**config.mk**
```make
export PLATFORM = sky130hd
export DESIGN_NAME = tkm_top
export DESIGN_NICKNAME = d
export VERILOG_FILES = /design/src/hw/tkm_pkg.sv /design/src/hw/tkm_top.sv
export VERILOG_INCLUDE_DIRS = /design/src /design/src/hw
export SDC_FILE = /design/constraint.sdc
export NUM_CORES = 1
export LEC_CHECK = 0
export BUFFER_PORTS_ARGS = -buffer_cell sky130_fd_sc_hd__buf_2
export CAP_MARGIN = 20
export CORE_MARGIN = 3
export CORE_UTILIZATION = 35
export DETAILED_ROUTE_END_ITERATION = 8
export PLACE_DENSITY = 0.62
export SLEW_MARGIN = 20
export SYNTH_ARGS = -nofsm -noshare
export SYNTH_HDL_FRONTEND = slang
export SYNTH_SLANG_ARGS = --single-unit
```
**constraint.sdc**
```tcl
create_clock -name clk -period 2 [get_ports clk]
set_input_delay 0.1 -clock clk [delete_from_list [all_inputs] [get_ports clk]]
set_output_delay 0.1 -clock clk [all_outputs]
set_load 0.01 [all_outputs]
```
**src/hw/tkm_params.svh**
```systemverilog
// register offsets, field positions, reset values and timing counts for the touch measurement unit
// Function
// - frequency select picks 1, 3, 7 or 11 MHz; resets to code 11
// - function counter stops and holds its value on slot overflow
// - sense counter stops and holds its value on slot overflow
// - start low clears sense, function and unit counters, not the slot counter
// - ten-bit trim sets reference capacitance as code times 30pF over 1024
// - pad select 00 picks first pad, 01 second pad, others reserved
// - frequency double bit doubles the sense oscillator frequency
// - filter bit enables the module filter, resets disabled
// - hopping source 1 gives hardware hopping, 0 uses the hop select field
// - hop select sets oscillators from 1.020 to 1.125 MHz in eight steps
// - slot clock source: reference oscillator at 0, system clock over 4 at 1
// - separate enables switch reference and sense oscillators, both reset off
// - pad enable bits 0 and 1 admit pads into measurement
// - start rising edge switches on all four counters together
// - slot overflow stops oscillators and switches off all four counters
// - touch interrupt raised exactly on slot counter overflow
// - count sense cycles during fixed interval from divided reference clock
// - each pad has its own independent sense oscillator
// - unimplemented bits read zero and ignore writes
// - interval is (256 minus preload) times 32 slot clock periods
// - overflow sets slot flag and interrupt; software write cannot set it
// - function counter clock is system clock over 1, 2, 4 or 8
// - sticky overflow flags for sense and function counters, software clears
`ifndef TKM_PARAMS_SVH
`define TKM_PARAMS_SVH

// ******************************
// register byte offsets
// ******************************
`define TKM_OFS_PRELOAD 12'h000
`define TKM_OFS_CTRL 12'h004
`define TKM_OFS_FREQ 12'h008
`define TKM_OFS_FCNT_LO 12'h00c
`define TKM_OFS_FCNT_HI 12'h010
`define TKM_OFS_SCNT_LO 12'h014
`define TKM_OFS_SCNT_HI 12'h018
`define TKM_OFS_TRIM_LO 12'h01c
`define TKM_OFS_TRIM_HI 12'h020
`define TKM_OFS_MCTL_A 12'h024
`define TKM_OFS_MCTL_B 12'h028

// ******************************
// field positions
// ******************************
`define TKM_CTRL_SLOT_OVF 6
`define TKM_CTRL_START 5
`define TKM_CTRL_SCNT_OVF 4
`define TKM_CTRL_FCNT_OVF 3
`define TKM_MCTLB_SLOT_SRC 7
`define TKM_MCTLB_REF_EN 5
`define TKM_MCTLB_SENSE_EN 4
`define TKM_MCTLB_PAD_B_EN 1
`define TKM_MCTLB_PAD_A_EN 0

// ******************************
// reset values and counts
// ******************************
`define TKM_FREQ_RST 2'h3
`define TKM_PAD_SEL_A 2'h0
`define TKM_PAD_SEL_B 2'h1
`define TKM_UNIT_LAST 5'h1f
`define TKM_SLOT_LAST 8'hff
`define TKM_CNT_LAST 16'hffff
`define TKM_SLOT_DIV_LAST 3'h3

`endif

```
**src/hw/tkm_pkg.sv**
```systemverilog
// types shared by the touch measurement unit
package tkm_pkg;

  // measurement sequencer
  typedef enum logic [1:0] {
    TKM_IDLE = 2'b00,
    TKM_RUN = 2'b01,
    TKM_DONE = 2'b10
  } tkm_state_t;

  // oscillator clocks arriving from the analog side
  typedef struct packed {
    logic ref_osc;
    logic pad_b_osc;
    logic pad_a_osc;
  } tkm_osc_in_t;

  // controls driven to the analog oscillators
  typedef struct packed {
    logic [1:0] osc_freq_sel;
    logic [2:0] hop_freq;
    logic freq_double_en;
    logic filter_en;
    logic [9:0] ref_cap_trim;
    logic ref_run;
    logic pad_a_run;
    logic pad_b_run;
  } tkm_osc_ctrl_t;

endpackage

```
**src/hw/tkm_top.sv**
```systemverilog
// capacitive touch measurement unit with apb register access
`timescale 1ns/1ps
`include "tkm_params.svh"

module tkm_top (
  // clock and reset
  input wire logic clk,
  input wire logic sys_rst,
  // apb slave
  input wire logic psel,
  input wire logic penable,
  input wire logic pwrite,
  input wire logic [11:0] paddr,
  input wire logic [31:0] pwdata,
  output logic [31:0] prdata,
  output logic pready,
  output logic pslverr,
  // analog side
  input wire tkm_pkg::tkm_osc_in_t osc_in,
  output tkm_pkg::tkm_osc_ctrl_t osc_ctrl,
  // interrupt request to the system controller
  output logic touch_irq
);

  // ******************************
  // register state
  // ******************************
  logic [7:0] preload_ff;
  logic [1:0] fcnt_clk_sel_ff;
  logic start_ff;
  logic start_q_ff;
  logic slot_ovf_ff;
  logic scnt_ovf_ff;
  logic fcnt_ovf_ff;
  logic [1:0] freq_sel_ff;
  logic [9:0] trim_ff;
  logic [7:0] mctl_a_ff;
  logic [7:0] mctl_b_ff;
  logic [31:0] prdata_ff;
  logic pready_ff;
  logic pslverr_ff;
  tkm_pkg::tkm_osc_ctrl_t osc_ctrl_ff;
  logic touch_irq_ff;

  // measurement state
  tkm_pkg::tkm_state_t state_ff;
  logic [2:0] div_ff;
  logic [4:0] unit_ff;
  logic [7:0] slot_ff;
  logic [15:0] scnt_ff;
  logic [15:0] fcnt_ff;
  logic [2:0] hw_hop_ff;
  logic [2:0] osc_s1_ff;
  logic [2:0] osc_s2_ff;
  logic [2:0] osc_s3_ff;

  logic start_rise;
  logic running;
  logic slot_tick;
  logic fcnt_tick;
  logic sense_edge;
  logic slot_done;
  logic [2:0] osc_edge;
  logic acc_ok;
  logic addr_hit;
  logic wr_en;
  logic [31:0] rd_mux;

  // field aliases
  logic [1:0] pad_mux_sel;
  logic hop_ctrl_src;
  logic [2:0] hop_freq_sel;
  logic slot_clk_src;
  logic ref_osc_en;
  logic sense_osc_en;
  logic pad_a_en;
  logic pad_b_en;

  assign pad_mux_sel = mctl_a_ff[7:6];
  assign hop_ctrl_src = mctl_a_ff[3];
  assign hop_freq_sel = mctl_a_ff[2:0];
  assign slot_clk_src = mctl_b_ff[`TKM_MCTLB_SLOT_SRC];
  assign ref_osc_en = mctl_b_ff[`TKM_MCTLB_REF_EN];
  assign sense_osc_en = mctl_b_ff[`TKM_MCTLB_SENSE_EN];
  assign pad_a_en = mctl_b_ff[`TKM_MCTLB_PAD_A_EN];
  assign pad_b_en = mctl_b_ff[`TKM_MCTLB_PAD_B_EN];

  assign prdata = prdata_ff;
  assign pready = pready_ff;
  assign pslverr = pslverr_ff;
  assign osc_ctrl = osc_ctrl_ff;
  assign touch_irq = touch_irq_ff;

  // ******************************
  // apb slave
  // ******************************

  // address decode; anything else answers with pslverr and zero data
  always_comb begin
    addr_hit = 1'b1;
    case (paddr)
      `TKM_OFS_PRELOAD: rd_mux = {24'h000000, preload_ff};
      `TKM_OFS_CTRL: rd_mux = {25'h0000000, slot_ovf_ff, start_ff, scnt_ovf_ff,
                               fcnt_ovf_ff, 1'b0, fcnt_clk_sel_ff};
      `TKM_OFS_FREQ: rd_mux = {30'h00000000, freq_sel_ff};
      `TKM_OFS_FCNT_LO: rd_mux = {24'h000000, fcnt_ff[7:0]};
      `TKM_OFS_FCNT_HI: rd_mux = {24'h000000, fcnt_ff[15:8]};
      `TKM_OFS_SCNT_LO: rd_mux = {24'h000000, scnt_ff[7:0]};
      `TKM_OFS_SCNT_HI: rd_mux = {24'h000000, scnt_ff[15:8]};
      `TKM_OFS_TRIM_LO: rd_mux = {24'h000000, trim_ff[7:0]};
      `TKM_OFS_TRIM_HI: rd_mux = {30'h00000000, trim_ff[9:8]};
      `TKM_OFS_MCTL_A: rd_mux = {24'h000000, mctl_a_ff};
      `TKM_OFS_MCTL_B: rd_mux = {24'h000000, mctl_b_ff};
      default: begin
        rd_mux = 32'h00000000;
        addr_hit = 1'b0;
      end
    endcase
  end

  // the access phase completes on the edge where our registered pready is high
  assign acc_ok = psel & penable & pready_ff;
  assign wr_en = acc_ok & pwrite & addr_hit;

  // answer one cycle after setup: pready, data and error all from flops
  always_ff @(posedge clk) begin
    if (sys_rst) begin
      pready_ff <= 1'b0;
      pslverr_ff <= 1'b0;
      prdata_ff <= 32'h00000000;
    end else begin
      pready_ff <= psel & ~penable;
      pslverr_ff <= psel & ~penable & ~addr_hit;
      prdata_ff <= (psel & ~penable & ~pwrite) ? rd_mux : 32'h00000000;
    end
  end

  // ******************************
  // software registers
  // ******************************

  // plain read/write fields
  always_ff @(posedge clk) begin
    if (sys_rst) begin
      preload_ff <= 8'h00;
      fcnt_clk_sel_ff <= 2'h0;
      start_ff <= 1'b0;
      freq_sel_ff <= `TKM_FREQ_RST;
      trim_ff <= 10'h000;
      mctl_a_ff <= 8'h00;
      mctl_b_ff <= 8'h00;
    end else if (wr_en) begin
      case (paddr)
        `TKM_OFS_PRELOAD: preload_ff <= pwdata[7:0];
        `TKM_OFS_CTRL: begin
          start_ff <= pwdata[`TKM_CTRL_START];
          fcnt_clk_sel_ff <= pwdata[1:0];
        end
        `TKM_OFS_FREQ: freq_sel_ff <= pwdata[1:0];
        // trim code held for the analog array
        `TKM_OFS_TRIM_LO: trim_ff[7:0] <= pwdata[7:0];
        `TKM_OFS_TRIM_HI: trim_ff[9:8] <= pwdata[1:0];
        `TKM_OFS_MCTL_A: mctl_a_ff <= pwdata[7:0];
        `TKM_OFS_MCTL_B: mctl_b_ff <= pwdata[7:0] & 8'hb3;
        default: start_ff <= start_ff;
      endcase
    end
  end

  // sticky flags: software may only clear, hardware set wins same cycle
  always_ff @(posedge clk) begin
    if (sys_rst) begin
      slot_ovf_ff <= 1'b0;
      scnt_ovf_ff <= 1'b0;
      fcnt_ovf_ff <= 1'b0;
    end else begin
      // write of one cannot set the slot flag
      slot_ovf_ff <= ((wr_en && paddr == `TKM_OFS_CTRL) ?
                      slot_ovf_ff & pwdata[`TKM_CTRL_SLOT_OVF] : slot_ovf_ff) | slot_done;
      scnt_ovf_ff <= ((wr_en && paddr == `TKM_OFS_CTRL) ?
                      scnt_ovf_ff & pwdata[`TKM_CTRL_SCNT_OVF] : scnt_ovf_ff)
                     | (running & sense_edge & (scnt_ff == `TKM_CNT_LAST));
      fcnt_ovf_ff <= ((wr_en && paddr == `TKM_OFS_CTRL) ?
                      fcnt_ovf_ff & pwdata[`TKM_CTRL_FCNT_OVF] : fcnt_ovf_ff)
                     | (running & fcnt_tick & (fcnt_ff == `TKM_CNT_LAST));
    end
  end

  // ******************************
  // oscillator input synchronisers
  // ******************************

  // two flops per oscillator, third flop only for edge detection
  // each pad oscillator has its own path
  genvar gi;
  generate
    for (gi = 0; gi < 3; gi = gi + 1) begin : g_sync
      always_ff @(posedge clk) begin
        if (sys_rst) begin
          osc_s1_ff[gi] <= 1'b0;
          osc_s2_ff[gi] <= 1'b0;
          osc_s3_ff[gi] <= 1'b0;
        end else begin
          osc_s1_ff[gi] <= osc_in[gi];
          osc_s2_ff[gi] <= osc_s1_ff[gi];
          osc_s3_ff[gi] <= osc_s2_ff[gi];
        end
      end
      assign osc_edge[gi] = osc_s2_ff[gi] & ~osc_s3_ff[gi];
    end
  endgenerate

  // ******************************
  // measurement sequencer
  // ******************************
  assign start_rise = start_ff & ~start_q_ff;
  assign running = (state_ff == tkm_pkg::TKM_RUN);

  // slot clock from reference oscillator or system clock over four
  assign slot_tick = slot_clk_src ? (div_ff[1:0] == 2'(`TKM_SLOT_DIV_LAST))
                                  : (osc_edge[2] & ref_osc_en);

  always_comb begin
    case (fcnt_clk_sel_ff)
      2'h0: fcnt_tick = 1'b1;
      2'h1: fcnt_tick = div_ff[0];
      2'h2: fcnt_tick = &div_ff[1:0];
      default: fcnt_tick = &div_ff;
    endcase
  end

  // selected pad only; disabled pads never count; reserved codes count nothing
  always_comb begin
    case (pad_mux_sel)
      `TKM_PAD_SEL_A: sense_edge = osc_edge[0] & pad_a_en & sense_osc_en;
      `TKM_PAD_SEL_B: sense_edge = osc_edge[1] & pad_b_en & sense_osc_en;
      default: sense_edge = 1'b0;
    endcase
  end

  // last unit period of the last slot step ends the interval
  assign slot_done = running & slot_tick & (unit_ff == `TKM_UNIT_LAST)
                     & (slot_ff == `TKM_SLOT_LAST);

  // sequencer; a new run needs start to drop and rise again
  always_ff @(posedge clk) begin
    if (sys_rst) begin
      state_ff <= tkm_pkg::TKM_IDLE;
      start_q_ff <= 1'b0;
    end else begin
      start_q_ff <= start_ff;
      case (state_ff)
        // rising start switches all counters on
        tkm_pkg::TKM_IDLE: if (start_rise) begin
          state_ff <= tkm_pkg::TKM_RUN;
        end
        tkm_pkg::TKM_RUN: begin
          if (!start_ff) begin
            state_ff <= tkm_pkg::TKM_IDLE;
          end else if (slot_done) begin
            state_ff <= tkm_pkg::TKM_DONE;
          end
        end
        tkm_pkg::TKM_DONE: if (!start_ff) begin
          state_ff <= tkm_pkg::TKM_IDLE;
        end
        default: state_ff <= tkm_pkg::TKM_IDLE;
      endcase
    end
  end

  // free running divider shared by slot and function clocks
  always_ff @(posedge clk) begin
    if (sys_rst) begin
      div_ff <= 3'h0;
    end else begin
      div_ff <= div_ff + 3'h1;
    end
  end

  // unit and slot counters form the fixed interval
  always_ff @(posedge clk) begin
    if (sys_rst) begin
      unit_ff <= 5'h00;
      slot_ff <= 8'h00;
    end else begin
      // unit cleared while start low, slot counter left alone
      if (!start_ff) begin
        unit_ff <= 5'h00;
      end else if (running && slot_tick) begin
        unit_ff <= unit_ff + 5'h01;
      end
      if (start_rise) begin
        slot_ff <= preload_ff;
      end else if (running && slot_tick && unit_ff == `TKM_UNIT_LAST) begin
        slot_ff <= slot_ff + 8'h01;
      end
    end
  end

  // sense and function counters; both freeze once the run ends
  always_ff @(posedge clk) begin
    if (sys_rst) begin
      scnt_ff <= 16'h0000;
      fcnt_ff <= 16'h0000;
    end else begin
      if (!start_ff) begin
        scnt_ff <= 16'h0000;
        fcnt_ff <= 16'h0000;
      end else begin
        if (running && sense_edge) begin
          scnt_ff <= scnt_ff + 16'h0001;
        end
        if (running && fcnt_tick) begin
          fcnt_ff <= fcnt_ff + 16'h0001;
        end
      end
    end
  end

  // hardware hopping steps to a new code at each measurement start
  always_ff @(posedge clk) begin
    if (sys_rst) begin
      hw_hop_ff <= 3'h0;
    end else if (start_rise && hop_ctrl_src) begin
      hw_hop_ff <= hw_hop_ff + 3'h1;
    end
  end

  // ******************************
  // analog controls and interrupt
  // ******************************

  // controls registered so the analog side never sees decode glitches
  always_ff @(posedge clk) begin
    if (sys_rst) begin
      osc_ctrl_ff <= '0;
      osc_ctrl_ff.osc_freq_sel <= `TKM_FREQ_RST;
    end else begin
      // frequency code passed to both oscillators
      osc_ctrl_ff.osc_freq_sel <= freq_sel_ff;
      // software hop code unless hardware owns it
      osc_ctrl_ff.hop_freq <= hop_ctrl_src ? hw_hop_ff : hop_freq_sel;
      osc_ctrl_ff.freq_double_en <= mctl_a_ff[5];
      osc_ctrl_ff.filter_en <= mctl_a_ff[4];
      osc_ctrl_ff.ref_cap_trim <= trim_ff;
      // enables gate each oscillator; stopped outside a run
      osc_ctrl_ff.ref_run <= ref_osc_en & running & ~slot_done;
      osc_ctrl_ff.pad_a_run <= sense_osc_en & pad_a_en & running & ~slot_done;
      osc_ctrl_ff.pad_b_run <= sense_osc_en & pad_b_en & running & ~slot_done;
    end
  end

  // one-cycle interrupt request on slot overflow only
  always_ff @(posedge clk) begin
    if (sys_rst) begin
      touch_irq_ff <= 1'b0;
    end else begin
      touch_irq_ff <= slot_done;
    end
  end
endmodule

```
==> run metrics, run 1 <==
Final Hold Fails=0; share of cells above drive strength 1=0.2024; CP endpoint kind=flip-flop; number of global-route vias before repair=4567; clock share of power=0.497; die area=0.01875 mm2; routed via count=4929; RePlAce Congestion=0.9054; dpl hpwl=11590 um; die height=136.9 um; largest net degree at the start of global routing=84; Mean Syn Cell Area=9.318 um2; Mapped Area=0.006001 mm2; final wirelength=15930 um; Power Density=793.9 mW/mm2; hold_sp=pwdata[6]; Pint=4.383 mW; Reg2Reg Depth=8; maximum vdd drop=0.6177 mV; first-pass GRT wire length=24880 um; area grow syn2layout=21.33%; reg2reg setup slack=0.16 ns; Util after Layout=0.4359; Most used DFF post-synth=dfxtp_1; I/O pin count=107; Critical Path, Cell by Cell=ha_2 > ha_1 > mux2i_1 > a211oi_2 > buf_6 > nand3_1 > or3_1 > a21oi_1; Skew-Pair Late Insertion Delay=0.43 ns; CTS max path bufs=2; Global Route Usage Sum=0.1748; Crit Path Class=flip-flop to flip-flop; H-tree depth=4; CP startpoint kind=flip-flop; Max Cap Viol=0; post-synth cell types=62; Final period util=0.9210; Synth top area share=0.4437; critical path's slowest cell=or3_1; fmax=0.5429 GHz; largest area contributor in the netlist=dfxtp_1; hold depth=3; Async SR Flop Fraction=0; status=complete, no violations; initial antenna violation count=0; Gate power share=0.042; Seq pwr share=0.462; Syn. warnings=0; core area=0.01670 mm2; Slowest Stage Delay on Critical Path=0.37 ns; Antenna Violating Nets Remaining=0; switching power share of the total=0.2418; Clock Skew=0.01095 ns; Yosys reg bits=133; leakage=3.030 nW; dpl ws=0.07206 ns; overall die width=136.9 um; Worst Tran Pin Value=0.5007 ns; Syn Inst Count=644; final setup fails=0; worst r2r dst=fcnt_ff[15]; Final min period=1.842 ns; Layout Nets=793; Vias/cell=5.102; Routed WL per cell=16.49 um; Port Buf Inserts=58; Starting Density=0.3593; n_diodes=0; Num Clock Sinks=133; CTS buffer count=17; Max Slew Vio Count=0; Hold WS=0.05792 ns; CP max FO=3; Psw=1.398 mW; DRC Markers=0; Worst-path clk slew=0.06 ns; Pre-antenna DRT Iters=5; # rows=47; setup ws final=0.1581 ns; reg-to-reg critical path startpoint=div_ff[0]; CP Data Arrival Time=2.20 ns; Seq/Total Area, Yosys=0.4437; Area contributors post-synth=dfxtp_1, mux2i_1, nor2_1; Rel. slew slack=0.6662; Post-synth EDFFs=0; TritonCTS clock tree=done; Min-Delay Path Class=input pin to flip-flop; total grt overflow=0; worst path required time=2.35 ns; Min-Delay Endpoint=mctl_a_ff[6]; Clock Tree Root=clkbuf_16; drt initial violations=407
## metrics by stage
stage	cells	instance area (um2)	setup TNS (ns)	total power [mW]
final	966	7281	0	5.780
after global routing	966	7281	-0.002334	5.968
after CTS	965	7249	0	5.834
after detailed placement	924	6614	0	2.949
after global placement	924	6614	0	2.948
after floorplan	667	6087	0	2.882
## cells in the final DEF, fill, tap and decap left out, drive strengths merged, types with 21 or more instances in the layout
cell type / instances
buf: 92
conb: 24
dfxtp: 133
mux2i: 48
nand2: 38
nand3: 24
nand4: 21
nor2: 99
nor2b: 33
xor2: 34
## synth_stat cells (all sizes together) (9+ instances only)
| cell | n |
|---|---|
| clkbuf | 22 |
| xor2 | 34 |
| buf | 32 |
| nand3 | 24 |
| and3 | 10 |
| nand2 | 38 |
| nor2 | 99 |
| o21ai | 9 |
| a31oi | 11 |
| nor2b | 33 |
| dfxtp | 133 |
| a21oi | 11 |
| mux2i | 48 |
| a211oi | 11 |
| nand4 | 21 |
| inv | 10 |
## how the worst max path moves through the flow
stage	startpoint	end	slack (ns)	cells after the start
after global placement	paddr[11]	fcnt_ovf_ff	0.11	7
after detailed placement	paddr[11]	fcnt_ovf_ff	0.07	7
after global routing	div_ff[0]	fcnt_ovf_ff	-0.002	8
final	div_ff[0]	fcnt_ff[15]	0.16	8
after CTS	div_ff[0]	fcnt_ovf_ff	0.07	8
after floorplan	div_ff[0]	fcnt_ff[15]	0.20	7
## final cells by class
type | count | area (um2)
clock inverter | 12 | 98.84
tap | 220 | 275.3
timing repair buffer | 101 | 651.9
clock buffer | 20 | 446.7
inverter | 10 | 37.54
sequential | 133 | 2663
fill | 1646 | 9420
multi-input combinational | 470 | 3108
## routing by layer
metal  global-route usage  share of wire
met5                    0              0
met4              0.07982          0.027
met3              0.03824          0.062
met2               0.2578           0.45
met1               0.2434           0.46
## registers in the layout (all words and copies together) (netlist names), 3 cells and up
| signal | flops |
|---|---|
| unit_ff | 5 |
| osc_s3_ff | 3 |
| hw_hop_ff | 3 |
| osc_s1_ff | 3 |
| mctl_b_ff | 5 |
| fcnt_ff | 16 |
| div_ff | 3 |
| scnt_ff | 16 |
| mctl_a_ff | 8 |
| osc_s2_ff | 3 |
| osc_ctrl | 20 |
| slot_ff | 8 |
| preload_ff | 8 |
| trim_ff | 10 |
| prdata | 8 |
## power groups by stage
stage          Combinational (mW)  Sequential, mW  Clock, mW
2_1_floorplan               0.157            2.73          0
3_3_place_gp                0.222            2.73          0
3_5_place_dp                0.222            2.73          0
4_1_cts                     0.236            2.67       2.93
5_1_grt                     0.260            2.67       3.04
6_report                    0.241            2.67       2.87
## cells by family after synthesis
family	share of synthesized area
other	0.0006249
muxes	0.1007
xor gates and xnor gates	0.05838
DFF	0.4437
buffers and inverters	0.05609
adders and majority gates	0.01668
and+or+nand+nor	0.2425
AOI/OAI and AO/OA	0.08132
## timing repair
| item | 4_1_cts | 5_1_grt |
|---|---|---|
| setup endpoints to repair | 0 | 11 |
| resized for setup | 0 | 7 |
| setup buffers | 0 | 1 |
| hold buffers | 9 | 0 |
| hold endpoints to repair | 13 | 0 |
## critical path, delay by kind of cell (launching register included)
kind / cells / cell delay (ns)
muxes: 1 / 0.08
AOI/OAI and AO/OA: 2 / 0.40
and+or+nand+nor: 2 / 0.46
adders and majority gates: 2 / 0.35
buffers and inverters: 1 / 0.15
DFF: 1 / 0.35
No activity file was read; power rests on OpenSTA's default activity.
==> inputs of run 2 (changes only) <==
- CORE_UTILIZATION: 35 -> 54
- PLACE_DENSITY: 0.62 -> 0.86
- REMOVE_ABC_BUFFERS: unset -> 1
==> run 2 against run 1 <==
- core utilization increased by 25 points
- critical endpoint is now state_ff[0]
- routed wire length is 1.0% lower
- die area is 34% lower
==> run metrics, run 2 (synthesized netlist as in run 1, its figures left out) <==
core area=0.01056 mm2 (was 0.01670 mm2); final setup fails=0 (unchanged); share of cells above drive strength 1=0.2011 (was 0.2024); Reg2Reg Depth=7 (was 8); Post-Layout Inst Area=0.007246 mm2 (was 0.007281 mm2); Critical Path, Cell by Cell=ha_1 > and3_1 > ha_1 > nand4b_1 > a21oi_2 > and3_1 > a2111oi_1 (was ha_2 > ha_1 > mux2i_1 > a211oi_2 > buf_6 > nand3_1 > or3_1 > a21oi_1); max reg flops=20 (unchanged); Power Density=804.5 mW/mm2 (was 793.9 mW/mm2); leakage=3.064 nW (was 3.030 nW); Min-Delay Path Class=input pin to flip-flop (unchanged); first-pass GRT wire length=24870 um (was 24880 um); Placement Cell Area=0.006519 mm2 (was 0.006614 mm2); initial antenna violation count=0 (unchanged); I/O pin count=107 (unchanged); n_diodes=0 (unchanged); worst r2r dst=state_ff[0] (was fcnt_ff[15]); reg-to-reg critical path startpoint=unit_ff[0] (was div_ff[0]); drt initial violations=366 (was 407); Slowest Stage Delay on Critical Path=0.41 ns (was 0.37 ns); largest net degree at the start of global routing=45 (was 84); Max Slew Vio Count=0 (unchanged); TritonCTS clock tree=done (unchanged); RePlAce Congestion=0.9378 (was 0.9054); commonest non-fill, non-tap cell in the layout=dfxtp_1 (unchanged); Max Cap Viol=0 (unchanged); critical path's slowest cell=a2111oi_1 (was or3_1); Layout Nets=803 (was 793); status=complete, no violations (unchanged); Worst-path clk slew=0.06 ns (about the same); Global Route Usage Sum=0.2534 (was 0.1748); fmax=0.5173 GHz (was 0.5429 GHz); Num Clock Sinks=133 (unchanged); CP max FO=4 (was 3); Clock Skew=0.01022 ns (was 0.01095 ns); Final period util=0.9666 (was 0.9210); Final Hold Fails=0 (unchanged); CTS max path bufs=2 (unchanged); DRC Markers=0 (unchanged); CP endpoint kind=flip-flop (unchanged); commonest cells after routing, fill and taps aside=dfxtp_1, nor2_1, buf_2 (unchanged); total power=5.829 mW (was 5.780 mW); # rows=37 (was 47); H-tree depth=4 (unchanged); maximum vdd drop=0.6737 mV (was 0.6177 mV); die height=111.4 um (was 136.9 um); Min-Delay Endpoint=prdata[1] (was mctl_a_ff[6]); hold_sp=pwrite (was pwdata[6]); Port Buf Inserts=58 (unchanged); Starting Density=0.5685 (was 0.3593); CP startpoint kind=flip-flop (unchanged); CP Data Arrival Time=2.33 ns (was 2.20 ns); worst path required time=2.40 ns (was 2.35 ns); Final min period=1.933 ns (was 1.842 ns); total grt overflow=0 (unchanged); Routed WL per cell=17.67 um (was 16.49 um); Clock Tree Root=clkbuf_8 (was clkbuf_16); CTS buffer count=17 (unchanged); routed via count=5054 (was 4929); dpl hpwl=11420 um (was 11590 um); Crit Path Class=flip-flop to flip-flop (unchanged); Vias/cell=5.666 (was 5.102); Antenna Violating Nets Remaining=0 (unchanged); overall die width=111.4 um (was 136.9 um); hold depth=4 (was 3); final wirelength=15760 um (was 15930 um); Skew-Pair Late Insertion Delay=0.53 ns (was 0.43 ns); die area=0.01241 mm2 (was 0.01875 mm2); Worst Tran Pin Value=0.5427 ns (was 0.5007 ns); Rel. slew slack=0.6382 (was 0.6662); Pre-antenna DRT Iters=5 (unchanged); area grow syn2layout=20.75% (was 21.33%); number of global-route vias before repair=4922 (was 4567); reg2reg setup slack=0.07 ns (was 0.16 ns)
-- run 2: changes by cell type in the layout (fill, tap and decap cells not counted), moves of 2 or more --
| cell | change |
|---|---|
| inv_6 | +3 |
| buf_4 | +5 |
| dlygate4sd3_1 | +7 |
| clkinvlp_4 | +2 |
| clkinv_4 | -6 |
-- run 2: metrics by stage --
step / hold WS, ns / cells / worst slack (ns) / setup TNS (ns) / util
5_1_grt: 0.03739 / 892 / -0.006561 / -0.006561 / 0.6865
4_1_cts: 0.002125 / 891 / 0.002240 / 0 / 0.6852
2_1_floorplan: 0.1667 / 613 / -0.2054 / -0.2054 / -
3_5_place_dp: 0.3148 / 843 / 0.05123 / 0 / 0.6176
6_report: 0.03560 / 892 / 0.06676 / 0 / 0.6865
3_3_place_gp: 0.3118 / 843 / 0.1603 / 0 / 0.6176
-- run 2: power breakdown --
part           switching, mW  internal (mW)
Sequential           0.00556           2.66
Clock                   1.21           1.70
Combinational          0.158         0.0933
-- run 2: final cells by class --
cell class	count	area [um2]
inverter	10	37.54
timing repair buffer	111	728.2
multi-input combinational	470	3093
tap	136	170.2
clock inverter	12	117.6
sequential	133	2664
clock buffer	20	435.4
fill	825	3309
-- run 2: how the worst max path moves through the flow --
stage | slack (ns) | to | from
final | 0.07 | state_ff[0] | unit_ff[0]
after global placement | 0.16 | fcnt_ff[15] | div_ff[0]
after floorplan | -0.21 | fcnt_ff[15] | div_ff[0]
after CTS | 0.002 | state_ff[0] | unit_ff[0]
after detailed placement | 0.05 | fcnt_ff[15] | div_ff[0]
after global routing | -0.007 | fcnt_ff[15] | div_ff[0]
-- run 2: timing repair --
| item | in CTS | in global routing |
|---|---|---|
| cloned | 0 | 0 |
| hold buffers | 16 | 0 |
| endpoints found under the hold margin | 41 | 0 |
| pin swaps | 1 | 1 |
| setup buffers | 0 | 1 |
| endpoints found under the setup margin | 1 | 3 |
| gates resized for setup | 0 | 3 |
-- run 2: layer usage --
layer  track usage  vias up  wire length (um)
met5             0        -                 0
met4        0.1217        0               444
met3       0.06576       45              1322
met2        0.4017      226              7356
met1        0.3232     2383              6640
li1              -     2400                 -
-- run 2: worst max-delay path: cells and delay by family (launching register included) --
family	cells	cell delay [ns]
flip-flops	1	0.33
AO/OA/AOI/OAI	2	0.48
AND/OR/NAND/NOR	3	0.57
adder cells (fa/ha/maj)	2	0.42
==> inputs of run 3 (changes only) <==
==> constraint.sdc (replaced) <==
create_clock -name clk -period 2 [get_ports clk]
set_input_delay 0 -clock clk [delete_from_list [all_inputs] [get_ports clk]]
set_output_delay 0 -clock clk [all_outputs]
set_load 0.01 [all_outputs]
==> run 3 against run 2 <==
- combinational power is essentially flat
- sequential cell count is the same
- hold slack gained 0.012 ns
- largest power group unchanged
==> run metrics, run 3 (synthesized netlist as in run 1, its figures left out) <==
status=complete, no violations (unchanged); Rel. slew slack=0.5618 (was 0.6382); Skew-Pair Late Insertion Delay=0.54 ns (was 0.53 ns); Num Clock Sinks=133 (unchanged); Reg2Reg Depth=8 (was 7); H-tree depth=4 (unchanged); largest net degree at the start of global routing=35 (was 45); worst path required time=2.47 ns (was 2.40 ns); leakage=3.111 nW (was 3.064 nW); n_diodes=0 (unchanged); Antenna Violating Nets Remaining=0 (unchanged); # rows=37 (unchanged); Routed WL per cell=18.68 um (was 17.67 um); I/O pin count=107 (unchanged); commonest non-fill, non-tap cell in the layout=dfxtp_1 (unchanged); Clock Tree Root=clkbuf_8 (unchanged); maximum vdd drop=0.7470 mV (was 0.6737 mV); Min-Delay Path Class=input pin to flip-flop (unchanged); Final period util=0.9439 (was 0.9666); overall die width=111.4 um (unchanged); max reg flops=20 (unchanged); Final min period=1.888 ns (was 1.933 ns); Max Cap Viol=0 (unchanged); final wirelength=16590 um (was 15760 um); Pre-antenna DRT Iters=5 (unchanged); first-pass GRT wire length=26590 um (was 24870 um); Global Route Usage Sum=0.2707 (was 0.2534); drt initial violations=422 (was 366); core area=0.01056 mm2 (unchanged); worst r2r dst=fcnt_ff[15] (was state_ff[0]); reg2reg setup slack=0.11 ns (was 0.07 ns); fmax=0.5297 GHz (was 0.5173 GHz); initial antenna violation count=0 (unchanged); CP endpoint kind=flip-flop (unchanged); Vias/cell=5.794 (was 5.666); Final Hold Fails=0 (unchanged); Port Buf Inserts=58 (unchanged); Worst Tran Pin Value=0.6549 ns (was 0.5427 ns); Layout Nets=799 (was 803); TritonCTS clock tree=done (unchanged); CP max FO=3 (was 4); CP startpoint kind=flip-flop (unchanged); final setup fails=0 (unchanged); area grow syn2layout=22.50% (was 20.75%); Clock Skew=0.01130 ns (was 0.01022 ns); hold_sp=paddr[0] (was pwrite); commonest cells after routing, fill and taps aside=dfxtp_1, nor2_1, buf_2 (unchanged); RePlAce Congestion=0.9175 (was 0.9378); Starting Density=0.5685 (unchanged); CTS max path bufs=2 (unchanged); total grt overflow=0 (unchanged); setup_tns=0 ns (unchanged); CTS buffer count=17 (unchanged); Worst-path clk slew=0.06 ns (about the same); Min-Delay Endpoint=prdata[4] (was prdata[1]); Max Slew Vio Count=0 (unchanged); reg-to-reg critical path startpoint=div_ff[0] (was unit_ff[0]); die height=111.4 um (unchanged); routed via count=5145 (was 5054); number of global-route vias before repair=5228 (was 4922); FILL cells=771 (was 825); DRC Markers=0 (unchanged); Crit Path Class=flip-flop to flip-flop (unchanged); dpl hpwl=11540 um (was 11420 um); hold depth=5 (was 4); share of cells above drive strength 1=0.1915 (was 0.2011); Power Density=877.4 mW/mm2 (was 804.5 mW/mm2); Util after Layout=0.6964 (was 0.6865); die area=0.01241 mm2 (unchanged); CP Data Arrival Time=2.35 ns (was 2.33 ns)
## run 3: layer usage
layer | part of all wire | track usage
met2 | 0.49 | 0.4572
met3 | 0.078 | 0.06087
met4 | 0.023 | 0.09165
met1 | 0.41 | 0.3434
met5 | 0 | 0
## run 3: layout make-up
cell class / instances / area, um2 / share of cell area
clock buffers: 24 / 480.5 / 0.06536
clock inverters: 8 / 192.7 / 0.02621
inverters: 10 / 37.54 / 0.005106
multi-input cells: 470 / 3098 / 0.4214
flip-flops and latches: 133 / 2663 / 0.3622
well taps: 136 / 170.2 / 0.02315
repair buffers: 107 / 709.4 / 0.09651
## run 3: worst max-delay path by stage
stage,start,to
floorplan,div_ff[0],fcnt_ff[15]
global placement,div_ff[0],fcnt_ovf_ff
detailed placement,div_ff[0],fcnt_ovf_ff
CTS,div_ff[0],fcnt_ff[13]
global route,div_ff[0],fcnt_ff[15]
finish,div_ff[0],fcnt_ff[15]
## run 3: worst max-delay path, cell delays in order, from the launching register on
cell	delay, ns
dfxtp_1	0.36
ha_1	0.22
ha_1	0.17
mux2i_1	0.08
a211oi_2	0.20
buf_4	0.17
nand3_1	0.12
or3_1	0.36
a21oi_1	0.14
## run 3: timing repair
item,CTS,global route
endpoints found under the hold margin,60,0
buffers inserted,0,1
hold buffers,19,0
endpoints found under the setup margin,0,16
gates resized for setup,0,4
## run 3: report_power, final
| group | switching [mW] | leakage (nW) | internal (mW) |
|---|---|---|---|
| clock network | 1.12 | 0.326 | 2.41 |
| logic | 0.157 | 1.71 | 0.0939 |
| registers | 0.00559 | 1.07 | 2.66 |
| total | 1.28 | 3.11 | 5.17 |
## run 3: through the flow
step / area [um2] / power (mW) / worst slack (ns) / std cells / hold slack [ns]
final: 7351 / 6.450 / 0.1122 / 888 / 0.04780
after global routing: 7351 / 6.618 / -0.02416 / 888 / 0.03824
after CTS: 7330 / 6.480 / 0.004022 / 887 / 0.002081
after detailed placement: 6466 / 2.943 / 0.02271 / 836 / 0.2237
after global placement: 6466 / 2.938 / 0.1299 / 836 / 0.2108
after floorplan: 5788 / 2.806 / -0.2054 / 613 / 0.06669
